[config.mk]
export PLATFORM = sky130hd
export DESIGN_NAME = lcdc_decoder
export DESIGN_NICKNAME = d
export VERILOG_FILES = /design/src/lcdc_pkg.sv /design/src/lcdc_sync.sv /design/src/lcdc_col_addr.sv /design/src/lcdc_decoder.sv
export SDC_FILE = /design/constraint.sdc
export NUM_CORES = 1
export LEC_CHECK = 0
export ABC_CLOCK_PERIOD_IN_PS = 3600
export BUFFER_PORTS_ARGS = -buffer_cell sky130_fd_sc_hd__buf_2
export CAP_MARGIN = 25
export CELL_PAD_IN_SITES_DETAIL_PLACEMENT = 1
export CELL_PAD_IN_SITES_GLOBAL_PLACEMENT = 2
export CORE_ASPECT_RATIO = 0.7
export CORE_MARGIN = 2
export CORE_UTILIZATION = 38
export DETAILED_ROUTE_END_ITERATION = 10
export PLACE_DENSITY = 0.89
export SYNTH_ARGS = -nofsm -noshare
export SYNTH_HDL_FRONTEND = slang
export SYNTH_HIERARCHICAL = 1
export SYNTH_SLANG_ARGS = --single-unit
[constraint.sdc]
create_clock -name clk_i -period 3.6 [get_ports clk_i]
set_input_delay 0.54 -clock clk_i [delete_from_list [all_inputs] [get_ports clk_i]]
set_output_delay 0.54 -clock clk_i [all_outputs]
set_load 0.005 [all_outputs]
[src/lcdc_pkg.sv]
package lcdc_pkg;

    // command opcodes, with the selector bit masked out where one exists
    localparam logic [7:0] CMD_COL_DIR      = 8'ha0;
    localparam logic [7:0] CMD_INVERSE      = 8'ha6;
    localparam logic [7:0] CMD_ALL_ON       = 8'ha4;
    localparam logic [7:0] CMD_BIAS         = 8'ha2;
    localparam logic [7:0] CMD_RMW          = 8'he0;
    localparam logic [7:0] CMD_END          = 8'hee;
    localparam logic [7:0] CMD_SOFT_RESET   = 8'he2;
    localparam logic [7:0] CMD_ROW_DIR      = 8'hc0;
    localparam logic [7:0] CMD_POWER        = 8'h28;
    localparam logic [7:0] CMD_RATIO        = 8'h20;
    localparam logic [7:0] CMD_CONTRAST     = 8'h81;
    localparam logic [7:0] CMD_TEST         = 8'hf0;
    localparam logic [7:0] CMD_NOP          = 8'he3;

    // opcode compare masks
    localparam logic [7:0] MASK_BIT0        = 8'hfe;
    localparam logic [7:0] MASK_ROW_DIR     = 8'hf0;
    localparam logic [7:0] MASK_LOW3        = 8'hf8;
    localparam logic [7:0] MASK_LOW4        = 8'hf0;

    // field positions
    localparam int SEL_BIT                  = 0;
    localparam int ROW_DIR_BIT              = 3;
    localparam int PWR_BOOST_BIT            = 2;
    localparam int PWR_REG_BIT              = 1;
    localparam int PWR_FOLLOW_BIT           = 0;

    // reset values, and the column address top value
    localparam logic [7:0] COL_ADDR_RST     = 8'h00;
    localparam logic [7:0] COL_ADDR_MAX     = 8'hff;
    localparam logic [2:0] RATIO_RST        = 3'h0;
    localparam logic [5:0] VOLUME_RST       = 6'h20;
    localparam logic [2:0] POWER_RST        = 3'h0;

    // busy time after a soft reset, in ns, and its cycle count at 20 MHz
    localparam int CLK_PERIOD_NS            = 50;
    localparam int SOFT_RESET_NS            = 200;
    localparam int SOFT_RESET_CYC           = (SOFT_RESET_NS + CLK_PERIOD_NS - 1) / CLK_PERIOD_NS;
    localparam logic [3:0] SOFT_RESET_CNT   = 4'(SOFT_RESET_CYC);

    typedef enum logic [1:0] {ST_IDLE, ST_CONTRAST, ST_BUSY} lcdc_state_t;

    // true when a byte matches opcode under mask
    function automatic logic lcdc_match(input logic [7:0] b, input logic [7:0] op,
                                        input logic [7:0] m);
        return (b & m) == (op & m);
    endfunction

endpackage

[src/lcdc_sync.sv]
`timescale 1ns/100ps
module lcdc_sync
    import lcdc_pkg::*;
#(
    parameter int W = 1
) (
    // clock and reset
    input  wire logic         clk_i,
    input  wire logic         rst_i,
    input  wire logic         ce_i,
    // data
    input  wire logic [W-1:0] d_i,
    output logic      [W-1:0] q_o
);
    logic [W-1:0] meta_reg;

    always_ff @(posedge clk_i or posedge rst_i) begin
        if (rst_i) begin
            meta_reg <= '0;
            q_o      <= '0;
        end else if (ce_i) begin
            meta_reg <= d_i;
            q_o      <= meta_reg;
        end
    end
endmodule

[src/lcdc_col_addr.sv]
`timescale 1ns/100ps
module lcdc_col_addr
    import lcdc_pkg::*;
(
    // clock and reset
    input  wire logic       clk_i,
    input  wire logic       rst_i,
    input  wire logic       ce_i,
    // controls
    input  wire logic       clear_i,
    input  wire logic       load_i,
    input  wire logic [7:0] load_val_i,
    input  wire logic       wr_i,
    input  wire logic       rd_i,
    input  wire logic       rmw_enter_i,
    input  wire logic       rmw_end_i,
    // state
    output logic            rmw_o,
    output logic      [7:0] addr_o
);
    logic [7:0] saved_reg;

    always_ff @(posedge clk_i or posedge rst_i) begin
        if (rst_i) begin
            addr_o    <= COL_ADDR_RST;
            saved_reg <= COL_ADDR_RST;
            rmw_o     <= 1'b0;
        end else if (ce_i) begin
            if (clear_i) begin
                addr_o <= COL_ADDR_RST;
                rmw_o  <= 1'b0;
            end else if (rmw_end_i && rmw_o) begin
                addr_o <= saved_reg;
                rmw_o  <= 1'b0;
            end else if (rmw_enter_i) begin
                saved_reg <= addr_o;
                rmw_o     <= 1'b1;
            end else if (load_i) begin
                addr_o <= load_val_i;
            end else if ((wr_i || (rd_i && !rmw_o)) && addr_o != COL_ADDR_MAX) begin
                addr_o <= addr_o + 8'h01;
            end
        end
    end
endmodule

[src/lcdc_decoder.sv]
`timescale 1ns/100ps
module lcdc_decoder
    import lcdc_pkg::*;
(
    // clock and reset
    input  wire logic       clk_i,
    input  wire logic       rst_i,
    input  wire logic       ce_i,
    // host read/write port, asynchronous to clk_i
    input  wire logic       wr_strobe_i,
    input  wire logic       command_data_select_i,
    input  wire logic [7:0] data_i,
    input  wire logic       rd_strobe_i,
    // external column load from the address-set logic
    input  wire logic       col_load_i,
    input  wire logic [7:0] col_load_val_i,
    // display settings
    output logic            col_reverse_o,
    output logic            inverse_o,
    output logic            all_on_o,
    output logic            pixel_invert_o,
    output logic            pixel_force_o,
    output logic            bias_seventh_o,
    output logic            bias_active_o,
    output logic            row_reverse_o,
    // power settings
    output logic            booster_on_o,
    output logic            regulator_on_o,
    output logic            follower_on_o,
    output logic      [2:0] ratio_o,
    output logic      [5:0] volume_o,
    // address and modes
    output logic      [7:0] col_addr_o,
    output logic            rmw_o,
    output logic            test_mode_o,
    output logic            soft_reset_o,
    output logic            busy_o
);
    logic [2:0]  strobe_s;
    logic [7:0]  data_s;
    logic        wr_s;
    logic        wr_d_reg;
    logic        rd_s;
    logic        rd_d_reg;
    logic        a0_s;
    logic        wr_pulse;
    logic        rd_pulse;
    logic        cmd_pulse;
    logic        data_wr_pulse;
    logic        data_rd_pulse;
    lcdc_state_t state_reg;
    lcdc_state_t state_next;
    logic [3:0]  busy_cnt_reg;
    logic        soft_clr;
    logic        col_rmw;
    logic [7:0]  col_addr;
    logic [2:0]  power_reg;
    logic        idle_cmd;
    logic        contrast_cmd;
    logic        rmw_enter;
    logic        rmw_end;

    // pins pass two flops before use
    lcdc_sync #(.W(3)) u_sync_ctl (
        .clk_i (clk_i),
        .rst_i (rst_i),
        .ce_i  (ce_i),
        .d_i   ({wr_strobe_i, rd_strobe_i, command_data_select_i}),
        .q_o   (strobe_s)
    );

    // same depth as the strobes keeps byte and strobe aligned
    lcdc_sync #(.W(8)) u_sync_data (
        .clk_i (clk_i),
        .rst_i (rst_i),
        .ce_i  (ce_i),
        .d_i   (data_i),
        .q_o   (data_s)
    );

    assign wr_s = strobe_s[2];
    assign rd_s = strobe_s[1];
    assign a0_s = strobe_s[0];

    always_ff @(posedge clk_i or posedge rst_i) begin
        if (rst_i) begin
            wr_d_reg <= 1'b0;
            rd_d_reg <= 1'b0;
        end else if (ce_i) begin
            wr_d_reg <= wr_s;
            rd_d_reg <= rd_s;
        end
    end

    // act on the rising edge of each strobe
    assign wr_pulse      = wr_s && !wr_d_reg;
    assign rd_pulse      = rd_s && !rd_d_reg;
    assign cmd_pulse     = wr_pulse && !a0_s && state_reg != ST_BUSY;
    assign data_wr_pulse = wr_pulse && a0_s;
    assign data_rd_pulse = rd_pulse && a0_s;

    // commands split by sequencer state
    assign idle_cmd     = cmd_pulse && state_reg == ST_IDLE;
    assign contrast_cmd = cmd_pulse && state_reg == ST_CONTRAST;

    // soft reset opcode, no RAM clear here
    assign soft_clr = idle_cmd && data_s == CMD_SOFT_RESET;

    assign rmw_enter = idle_cmd && data_s == CMD_RMW;
    assign rmw_end   = idle_cmd && data_s == CMD_END;

    // sequencing: idle, contrast data wait, busy after soft reset
    always_comb begin
        state_next = state_reg;
        case (state_reg)
            ST_IDLE: begin
                if (cmd_pulse && data_s == CMD_CONTRAST) begin
                    state_next = ST_CONTRAST;
                end else if (soft_clr) begin
                    state_next = ST_BUSY;
                end
            end
            ST_CONTRAST: begin
                if (cmd_pulse) begin
                    state_next = ST_IDLE;
                end
            end
            ST_BUSY: begin
                // commands are dropped until the count runs out
                if (busy_cnt_reg == 4'h1) begin
                    state_next = ST_IDLE;
                end
            end
            default: state_next = ST_IDLE;
        endcase
    end

    always_ff @(posedge clk_i or posedge rst_i) begin
        if (rst_i) begin
            state_reg <= ST_IDLE;
        end else if (ce_i) begin
            state_reg <= state_next;
        end
    end

    always_ff @(posedge clk_i or posedge rst_i) begin
        if (rst_i) begin
            busy_cnt_reg <= 4'h0;
        end else if (ce_i) begin
            if (soft_clr) begin
                busy_cnt_reg <= SOFT_RESET_CNT;
            end else if (busy_cnt_reg != 4'h0) begin
                busy_cnt_reg <= busy_cnt_reg - 4'h1;
            end
        end
    end

    lcdc_col_addr u_col (
        .clk_i       (clk_i),
        .rst_i       (rst_i),
        .ce_i        (ce_i),
        .clear_i     (soft_clr),
        .load_i      (col_load_i),
        .load_val_i  (col_load_val_i),
        .wr_i        (data_wr_pulse),
        .rd_i        (data_rd_pulse),
        .rmw_enter_i (rmw_enter),
        .rmw_end_i   (rmw_end),
        .rmw_o       (col_rmw),
        .addr_o      (col_addr)
    );

    // display settings, not touched by soft reset
    always_ff @(posedge clk_i or posedge rst_i) begin
        if (rst_i) begin
            col_reverse_o  <= 1'b0;
            inverse_o      <= 1'b0;
            all_on_o       <= 1'b0;
            bias_seventh_o <= 1'b0;
        end else if (ce_i && idle_cmd) begin
            if (lcdc_match(data_s, CMD_COL_DIR, MASK_BIT0)) begin
                col_reverse_o <= data_s[SEL_BIT];
            end
            if (lcdc_match(data_s, CMD_INVERSE, MASK_BIT0)) begin
                inverse_o <= data_s[SEL_BIT];
            end
            if (lcdc_match(data_s, CMD_ALL_ON, MASK_BIT0)) begin
                all_on_o <= data_s[SEL_BIT];
            end
            if (lcdc_match(data_s, CMD_BIAS, MASK_BIT0)) begin
                bias_seventh_o <= data_s[SEL_BIT];
            end
        end
    end

    // power stages, kept across soft reset
    always_ff @(posedge clk_i or posedge rst_i) begin
        if (rst_i) begin
            power_reg <= POWER_RST;
        end else if (ce_i && idle_cmd) begin
            if (lcdc_match(data_s, CMD_POWER, MASK_LOW3)) begin
                power_reg <= data_s[2:0];
            end
        end
    end

    always_ff @(posedge clk_i or posedge rst_i) begin
        if (rst_i) begin
            row_reverse_o <= 1'b0;
            ratio_o       <= RATIO_RST;
            volume_o      <= VOLUME_RST;
            test_mode_o   <= 1'b0;
        end else if (ce_i) begin
            if (soft_clr) begin
                row_reverse_o <= 1'b0;
                ratio_o       <= RATIO_RST;
                volume_o      <= VOLUME_RST;
                test_mode_o   <= 1'b0;
            end else if (contrast_cmd) begin
                volume_o <= data_s[5:0];
            end else if (idle_cmd) begin
                if (lcdc_match(data_s, CMD_ROW_DIR, MASK_ROW_DIR)) begin
                    row_reverse_o <= data_s[ROW_DIR_BIT];
                end
                if (lcdc_match(data_s, CMD_RATIO, MASK_LOW3)) begin
                    ratio_o <= data_s[2:0];
                end
                // test mode: any Fx enters, nop leaves
                if (lcdc_match(data_s, CMD_TEST, MASK_LOW4)) begin
                    test_mode_o <= 1'b1;
                end else if (data_s == CMD_NOP) begin
                    test_mode_o <= 1'b0;
                end
            end
        end
    end

    // registered outputs derived from the held settings, the column state and the soft reset count
    always_ff @(posedge clk_i or posedge rst_i) begin
        if (rst_i) begin
            pixel_force_o  <= 1'b0;
            pixel_invert_o <= 1'b0;
            bias_active_o  <= 1'b0;
            booster_on_o   <= 1'b0;
            regulator_on_o <= 1'b0;
            follower_on_o  <= 1'b0;
            col_addr_o     <= COL_ADDR_RST;
            rmw_o          <= 1'b0;
            soft_reset_o   <= 1'b0;
            busy_o         <= 1'b0;
        end else if (ce_i) begin
            pixel_force_o  <= all_on_o;
            pixel_invert_o <= inverse_o && !all_on_o;
            bias_active_o  <= power_reg[PWR_FOLLOW_BIT];
            booster_on_o   <= power_reg[PWR_BOOST_BIT];
            regulator_on_o <= power_reg[PWR_REG_BIT];
            follower_on_o  <= power_reg[PWR_FOLLOW_BIT];
            // column and rmw lag the inner copy by a clock
            col_addr_o     <= col_addr;
            rmw_o          <= col_rmw;
            soft_reset_o   <= soft_clr || busy_cnt_reg != 4'h0;
            busy_o         <= soft_clr || busy_cnt_reg > 4'h1;
        end
    end
endmodule

After elaboration in Yosys (flattened, before gate mapping)
Cells that the tools add are included.
Word-level totals
  word-level logic and storage cells: 136
  register bits: 81
  output and inout port bits: 32
  input port bits: 23
Operators by class
  magnitude comparators: 1
  add/subtract/negate cells: 2
  eq/ne operators: 23
  reduce and logical (&&, ||, !) cells: 49
  bitwise operators: 2
  mux-type cells: 30
Operator list (number)
  equality test 8 bit (second input constant): 5
  2-to-1 mux 8 bit: 5
  equality test 7 bit (second input constant): 4
  AND reduction 4 bit: 5
  logical AND 1 bit: 17
  AND reduction 2 bit: 8
  2-to-1 mux 1 bit: 12
  2-to-1 mux 3 bit: 4
  2-to-1 mux 6 bit: 2
  equality test 5 x 3 -> 1 bit (second input constant): 2
  nonzero test 2 bit: 5
  adder 8 x 1 -> 8 bit (second input constant): 1
  equality test 4 bit (second input constant): 2
  2-to-1 mux 2 bit: 4
  2-to-1 mux 4 bit: 2
  != test 2 bit (second input constant): 4
  != test 8 bit (second input constant): 1
  nonzero test 4 bit: 2
  != test 3 x 2 -> 1 bit (second input constant): 2
  case mux 2 bit (3 select lines): 1
  nonzero test 3 bit: 2
  logical NOT 1 bit: 5
  equality test 4 x 1 -> 1 bit (second input constant): 1
  > comparator 4 x 1 -> 1 bit (second input constant): 1
  other kinds (7): 10

Depth between registers and ports, before layout
Gate-level depths: netlist (run 1).
  word-level depth: 11
  gate-level depth with buffers: 10

Cells and area by module
Netlist (run 1), hierarchy kept.
By module, submodules not included
  lcdc_decoder: cells an instance 165, area an instance 1983.2 um2, seq. area each 1052.3 um2, times used 1
  lcdc_col_addr: cells an instance 105, area an instance 997.2 um2, seq. area each 425.4 um2, times used 1
  lcdc_sync (u_sync_data): cells an instance 35, area an instance 653.1 um2, seq. area each 400.4 um2, times used 1
  lcdc_sync (u_sync_ctl): cells an instance 14, area an instance 255.2 um2, seq. area each 150.1 um2, times used 1

Least setup slack after synthesis (run 1)
No wires, ideal clock.
  kind: reg2reg
  start: register state_reg[0]
  end: register u_col.addr_o[6]
  path buffers: 1
  setup slack: 0.909 ns
  setup time: 0.121 ns
  period minus slack after synthesis: 2.691 ns
  cell stages (with the launch flop): 10
  arrival: 2.570 ns
  cells stage by stage: dfrtp_1 > buf_6 > or3_2 > nor4_1 > nor4b_1 > nor2b_1 > o31ai_1 > o41a_1 > nor2_1 > a22o_2
On the way
  elaborated cells on any way between the ends: 13
  classes of those cells: eq/ne: 2; mux: 2; reduce/logical: 9
RTL lines
  start: declaration: line lcdc_decoder.sv:51  | lcdc_state_t state_reg;
  start signal: assignment: line lcdc_decoder.sv:142  | state_reg <= state_next;
  != test 2 bit: line lcdc_decoder.sv:98  | assign cmd_pulse = wr_pulse && !a0_s && state_reg != ST_BUSY;
  logical AND 1 bit: line lcdc_decoder.sv:98
  logical AND 1 bit *: line lcdc_decoder.sv:103  | assign idle_cmd = cmd_pulse && state_reg == ST_IDLE;
  logical AND 1 bit *: line lcdc_decoder.sv:109  | assign rmw_enter = idle_cmd && data_s == CMD_RMW;
  named net rmw_enter: line lcdc_decoder.sv:60  | logic rmw_enter;
  != test 3 x 2 -> 1 bit (no source line) *
  AND reduction 3 bit (no source line) *
  end signal: assignment: line lcdc_col_addr.sv:33  | addr_o <= saved_reg;
  end signal: assignment: line lcdc_col_addr.sv:39  | addr_o <= load_val_i;
  end signal: assignment: line lcdc_col_addr.sv:41  | addr_o <= addr_o + 8'h01;
  end: declaration: line lcdc_col_addr.sv:19  | output logic [7:0] addr_o
The timed path passes the listed nets; every way through them passes the cells marked *.
A chain may end at the register's enable or synchronous reset.

Worst setup path after layout (run 1)
Same ends and word-level chain as after synthesis.

==> results of run 1 <==
[routing by layer]
layer	track usage, %	wire length, µm	vias to the layer above	part of all wire (%)
met5	0	0	-	0
met4	7.58	130	0	1.4
met3	5.38	370	9	3.9
met2	27.1	4240	53	44
met1	25.6	4800	1363	50
li1	-	-	1258	-
[cell usage after synthesis (all sizes together) (2+ instances only)]
| cell | count |
|---|---|
| a22o | 9 |
| xnor2 | 4 |
| a31oi | 3 |
| clkbuf | 2 |
| o31ai | 5 |
| nand2 | 22 |
| nor4 | 4 |
| o21ai | 16 |
| o211ai | 2 |
| nor4b | 2 |
| ha | 3 |
| nor2 | 19 |
| buf | 14 |
| dfrtp | 80 |
| or4b | 2 |
| mux2 | 54 |
| nor2b | 3 |
| nand4b | 2 |
| a21o | 3 |
| a21oi | 8 |
| or3b | 3 |
| inv | 16 |
| nor3b | 5 |
| o2bb2ai | 3 |
| nand3 | 4 |
| nor3 | 9 |
| nand4 | 3 |
| and2 | 3 |
[power breakdown]
part	switching, mW	internal, mW
Clock	0.361	0.625
Sequential	0.178	1.07
Combinational	0.249	0.288
Total	0.788	1.99
[worst reg2reg max path, cell delays in order (launching register included)]
cell     delay, ns
dfrtp_1       0.48
or3_2         0.53
nor4_1        0.28
nor4b_1       0.27
buf_4         0.18
nor2b_1       0.05
o31ai_1       0.19
o41a_1        0.56
nor2_1        0.18
a22o_2        0.24
[final timing paths]
| kind | end | start | slack, ns |
|---|---|---|---|
| min in group clk_i | u_sync_ctl/meta_reg[0]$_DFFE_PP0P_ | command_data_select_i | 0.43 |
| setup reg to reg | u_col/addr_o[6]$_DFFE_PP0P_ | state_reg[0]$_DFFE_PP0P_ | 0.53 |
| hold reg to reg | volume_o[5]$_DFFE_PP1P_ | volume_o[5]$_DFFE_PP1P_ | 0.48 |
| max in group asynchronous | volume_o[5]$_DFFE_PP1P_ | rst_i | 2.65 |
| setup / recovery | u_col/addr_o[6]$_DFFE_PP0P_ | state_reg[0]$_DFFE_PP0P_ | 0.53 |
| hold / removal | u_sync_ctl/q_o[0]$_DFFE_PP0P_ | rst_i | 0.15 |
[kinds of logic (layout without fill, tap and decap cells)]
kind of cell,Yosys count,after routing,synth area share (%)
compound gates,57,57,10.9
buf+inv,33,92,5.05
fa+ha+maj,3,3,0.965
mux,55,55,17.4
xor+xnor,4,4,0.901
flops,81,81,52.2
simple gates,86,86,12.6
[through the flow]
| step | cells | instance area (µm²) | setup WS, ns | hold slack (ns) |
|---|---|---|---|---|
| after floorplan | 319 | 3890 | 0.909 | 0.331 |
| after global placement | 490 | 4230 | 0.672 | 0.465 |
| after detailed placement | 490 | 4230 | 0.580 | 0.483 |
| after CTS | 506 | 4550 | 0.543 | 0.147 |
| after global routing | 506 | 4550 | 0.267 | 0.156 |
| final | 506 | 4550 | 0.526 | 0.147 |
[layout make-up]
type	instances	area (µm²)
repair buffers	60	315
well taps	128	160
clock buffers	11	243
multi-input cells	205	1660
clock inverters	5	78.8
inverters	16	60.1
flip-flops and latches	81	2030
fillers	1075	5290
==> results.json, run 1 <==
{
  "status": "finished clean",
  "dieArea_um2": 11100,
  "synth_area_leaders": "dfrtp_1 (51%), mux2_2 (11%), mux2_4 (6.2%)",
  "clock_latency_ns": 0.34,
  "n_antenna_cell": 0,
  "fin_nets": 399,
  "path_class": "reg -> reg",
  "crit_fanout": 13,
  "cts_sinks": 81,
  "crit_buf_inv": 1,
  "grt-ovfl-total": 0,
  "yosysWarnings": 6,
  "path_clk_slew_ns": 0.06,
  "fin_worst_skew_ns": 0.00675,
  "power_mw": 2.77,
  "max_cap_viol_count": 0,
  "drtPass1Iterations": 4,
  "ys_seq_area_share_pct": 52.2,
  "die_w_um": 125,
  "synth_nets": 345,
  "holdBufCountCts": 0,
  "antenna_left": 0,
  "cts_buffer_depth": 2,
  "setup_viol": 0,
  "ir_worst_vdd_v": 0.000288,
  "synth.ff_latch_count": 81,
  "grt_pass1_vias": 2856,
  "cp.arrival_ns": 3.29,
  "cts_root_buf": "clkbuf_16",
  "cts_resized": 0,
  "worstSetupPathDepth": 9,
  "cts_made_buffers": 9,
  "synth_cells": 319,
  "min_path_type": "in -> async",
  "final_common_cell": "dfrtp_1",
  "synth_top_area_share_pct": 51.5,
  "dr.first_iter.drc_count": 128,
  "port_buffers": 54,
  "period_needed_ns": 3.07,
  "p_leak_nw": 2.18,
  "cts_setup_buffers": 0,
  "rsz0062_at_grt": "no",
  "cts_tree": "yes",
  "final_hold_viol_count": 0,
  "path_delay_family": "simple AND/OR/NAND/NOR gates",
  "grt_pass1_wl_um": 15500,
  "vias": 2683,
  "antenna_found_initial": 0,
  "slew_violations": 0,
  "final_cell_mix": "dfrtp_1 (80), buf_2 (54), mux2_2 (38)",
  "drive_above_1_share_pct": 39.9,
  "synth_flop_cell": "dfrtp_1",
  "reg2reg_depth": 9,
  "synth_top_area_cell": "dfrtp_1",
  "slew-limit-headroom_pct": 50.5,
  "avgRoutedWirePerCell_um": 18.8,
  "final_util_pct": 46.3,
  "crit_path_start_kind": "flop",
  "critPathSlowestCell": "o41a_1",
  "critical_path.max_stage_delay_ns": 0.56,
  "place_congestion": 0.842,
  "io_pins": 55,
  "required_ns": 3.82,
  "htree_levels": 3,
  "rows": 30,
  "synth_edf_count": 0,
  "start_util_pct": 39.5,
  "grt_max_degree": 36,
  "path_cells": "or3_2 -> nor4_1 -> nor4b_1 -> buf_4 -> nor2b_1 -> o31ai_1 -> o41a_1 -> nor2_1 -> a22o_2",
  "worstMarginPinSlew_ns": 0.742,
  "power.density_nw_per_um2": 610,
  "synth_cell_types": 58,
  "syn_area_um2": 3890,
  "max_freq_mhz": 325,
  "gr-usage-all-layers_pct": 18.3,
  "drc": 0,
  "dp_hpwl_um": 6550,
  "period_share_pct": 85.4,
  "wirelength_um": 9540,
  "synth-async-reset-ratio_pct": 100,
  "worstSetupEndpointType": "flop",
  "via_per_inst": 5.30,
  "avgSynthCellArea_um2": 12.2,
  "fin_tns_setup_ns": 0,
  "dieHeight_um": 88.6,
  "area_growth_pct": 17.0,
  "core_area_um2": 9830
}
No activity file was read; power rests on OpenSTA's default activity.
==> run 2: changes to the inputs <==
--- a/config.mk
+++ b/config.mk
@@ -10,7 +10,7 @@
 export CAP_MARGIN = 25
 export CELL_PAD_IN_SITES_DETAIL_PLACEMENT = 1
 export CELL_PAD_IN_SITES_GLOBAL_PLACEMENT = 2
-export CORE_ASPECT_RATIO = 0.7
+export CORE_ASPECT_RATIO = 2
 export CORE_MARGIN = 2
 export CORE_UTILIZATION = 38
 export DETAILED_ROUTE_END_ITERATION = 10
==> results.json, run 2 (synthesized netlist as in run 1, its figures left out) <==
{
  "status": "finished clean",
  "path_cells": "or3_2 -> nor4_1 -> and4_2 -> and2_1 -> o31ai_1 -> o41a_1 -> buf_4 -> a22o_2",
  "dieHeight_um": 147,
  "path_class": "reg -> reg",
  "cts_tree": "yes",
  "final_hold_viol_count": 0,
  "dp_hpwl_um": 6620,
  "period_share_pct": 80.5,
  "cts_made_buffers": 9,
  "vias": 2708,
  "gr-usage-all-layers_pct": 18.1,
  "critical_path.max_stage_delay_ns": 0.53,
  "p_leak_nw": 2.18,
  "htree_levels": 3,
  "drive_above_1_share_pct": 40.2,
  "grt_max_degree": 43,
  "setup_viol": 0,
  "cts_resized": 0,
  "avgRoutedWirePerCell_um": 17.7,
  "wirelength_um": 9100,
  "critPathSlowestCell": "or3_2",
  "design_area_um2": 4530,
  "drc": 0,
  "cts_sinks": 81,
  "crit_buf_inv": 1,
  "slew_violations": 0,
  "dpl_cell_area_um2": 4240,
  "power.density_nw_per_um2": 591,
  "rsz0062_at_grt": "no",
  "max_freq_mhz": 345,
  "rows": 52,
  "clock_latency_ns": 0.34,
  "io_pins": 55,
  "grt-ovfl-total": 0,
  "port_buffers": 54,
  "place_congestion": 0.835,
  "fin_tns_setup_ns": 0,
  "cts_buffer_depth": 2,
  "via_per_inst": 5.28,
  "m1WireLength_um": 3430,
  "met3_length_um": 241,
  "grt_pass1_vias": 2901,
  "path_delay_family": "simple AND/OR/NAND/NOR gates",
  "layout.cells.non_filler": 513,
  "crit_path_start_kind": "flop",
  "path_clk_slew_ns": 0.06,
  "n_antenna_cell": 0,
  "cts_root_buf": "clkbuf_16",
  "ir_worst_vdd_v": 0.000400,
  "antenna_found_initial": 0,
  "max_cap_viol_count": 0,
  "final_util_pct": 45.2,
  "fin_worst_skew_ns": 0.00508,
  "worstMarginPinSlew_ns": 0.671,
  "final_common_cell": "dfrtp_1",
  "pre_cts_slack_ns": 0.714,
  "dp.cells": 497,
  "worstSetupEndpointType": "flop",
  "min_path_type": "in -> async",
  "dr.first_iter.drc_count": 70,
  "grt_pass1_wl_um": 15000,
  "cp.arrival_ns": 3.13,
  "area_growth_pct": 16.6,
  "fin_ws_ns": 0.700,
  "final_cell_mix": "dfrtp_1 (80), buf_2 (54), mux2_2 (38)",
  "top_layer_used": "met4",
  "antenna_left": 0,
  "route.met2.wl_um": 5200,
  "fin_nets": 399,
  "period_needed_ns": 2.90,
  "crit_fanout": 11,
  "required_ns": 3.83,
  "die_w_um": 75.5,
  "core_area_um2": 10000,
  "drtPass1Iterations": 4,
  "holdBufCountCts": 0,
  "slew-limit-headroom_pct": 55.2,
  "dieArea_um2": 11100,
  "cts_setup_buffers": 0,
  "start_util_pct": 38.8
}
[run 2: cell types whose count changed in the layout (fill, tap and decap cells not counted), sizes merged]
cell | previous run | this run
bufinv | 2 | 1
clkbuf | 11 | 10
clkinvlp | 0 | 1
inv | 15 | 16
[run 2: stage by stage]
stage / hold slack [ns] / total power [mW]
2_1_floorplan: 0.331 / 1.60
3_3_place_gp: 0.468 / 1.77
3_5_place_dp: 0.477 / 1.80
4_1_cts: 0.145 / 2.72
5_1_grt: 0.161 / 2.83
6_report: 0.148 / 2.68
[run 2: where the power goes]
| part | internal, mW | total, mW | leakage [nW] | switching, mW |
|---|---|---|---|---|
| registers | 1.07 | 1.25 | 1.01 | 0.179 |
| clock network | 0.550 | 0.903 | 0.148 | 0.353 |
| logic | 0.288 | 0.523 | 1.01 | 0.235 |
| total | 1.91 | 2.68 | 2.18 | 0.767 |
[run 2: final timing paths]
check	slack, ns	startpoint	end	cells past startpoint
setup / recovery	0.70	state_reg[0]$_DFFE_PP0P_	u_col/addr_o[6]$_DFFE_PP0P_	8
hold / removal	0.15	rst_i	u_sync_ctl/meta_reg[1]$_DFFE_PP0P_	2
setup reg to reg	0.70	state_reg[0]$_DFFE_PP0P_	u_col/addr_o[6]$_DFFE_PP0P_	8
hold reg to reg	0.49	volume_o[5]$_DFFE_PP1P_	volume_o[5]$_DFFE_PP1P_	2
max in group asynchronous	2.83	rst_i	power_reg[0]$_DFFE_PP0P_	3
min in group clk_i	0.43	rd_strobe_i	u_sync_ctl/meta_reg[1]$_DFFE_PP0P_	2
[run 2: layer usage]
metal / vias up / GRT usage [%]
li1: 1250 / -
met1: 1392 / 20.3
met2: 49 / 31.6
met3: 17 / 4.12
met4: 0 / 7.98
met5: - / 0
[run 2: cell type report]
cell class                      count  area (µm²)
Fill cell                        1148        5490
Sequential cell                    81        2030
Multi-Input combinational cell    205        1660
Timing Repair Buffer               60         315
Clock buffer                       10         239
Tap cell                          135         169
Inverter                           16        60.1
Clock inverter                      6        57.6
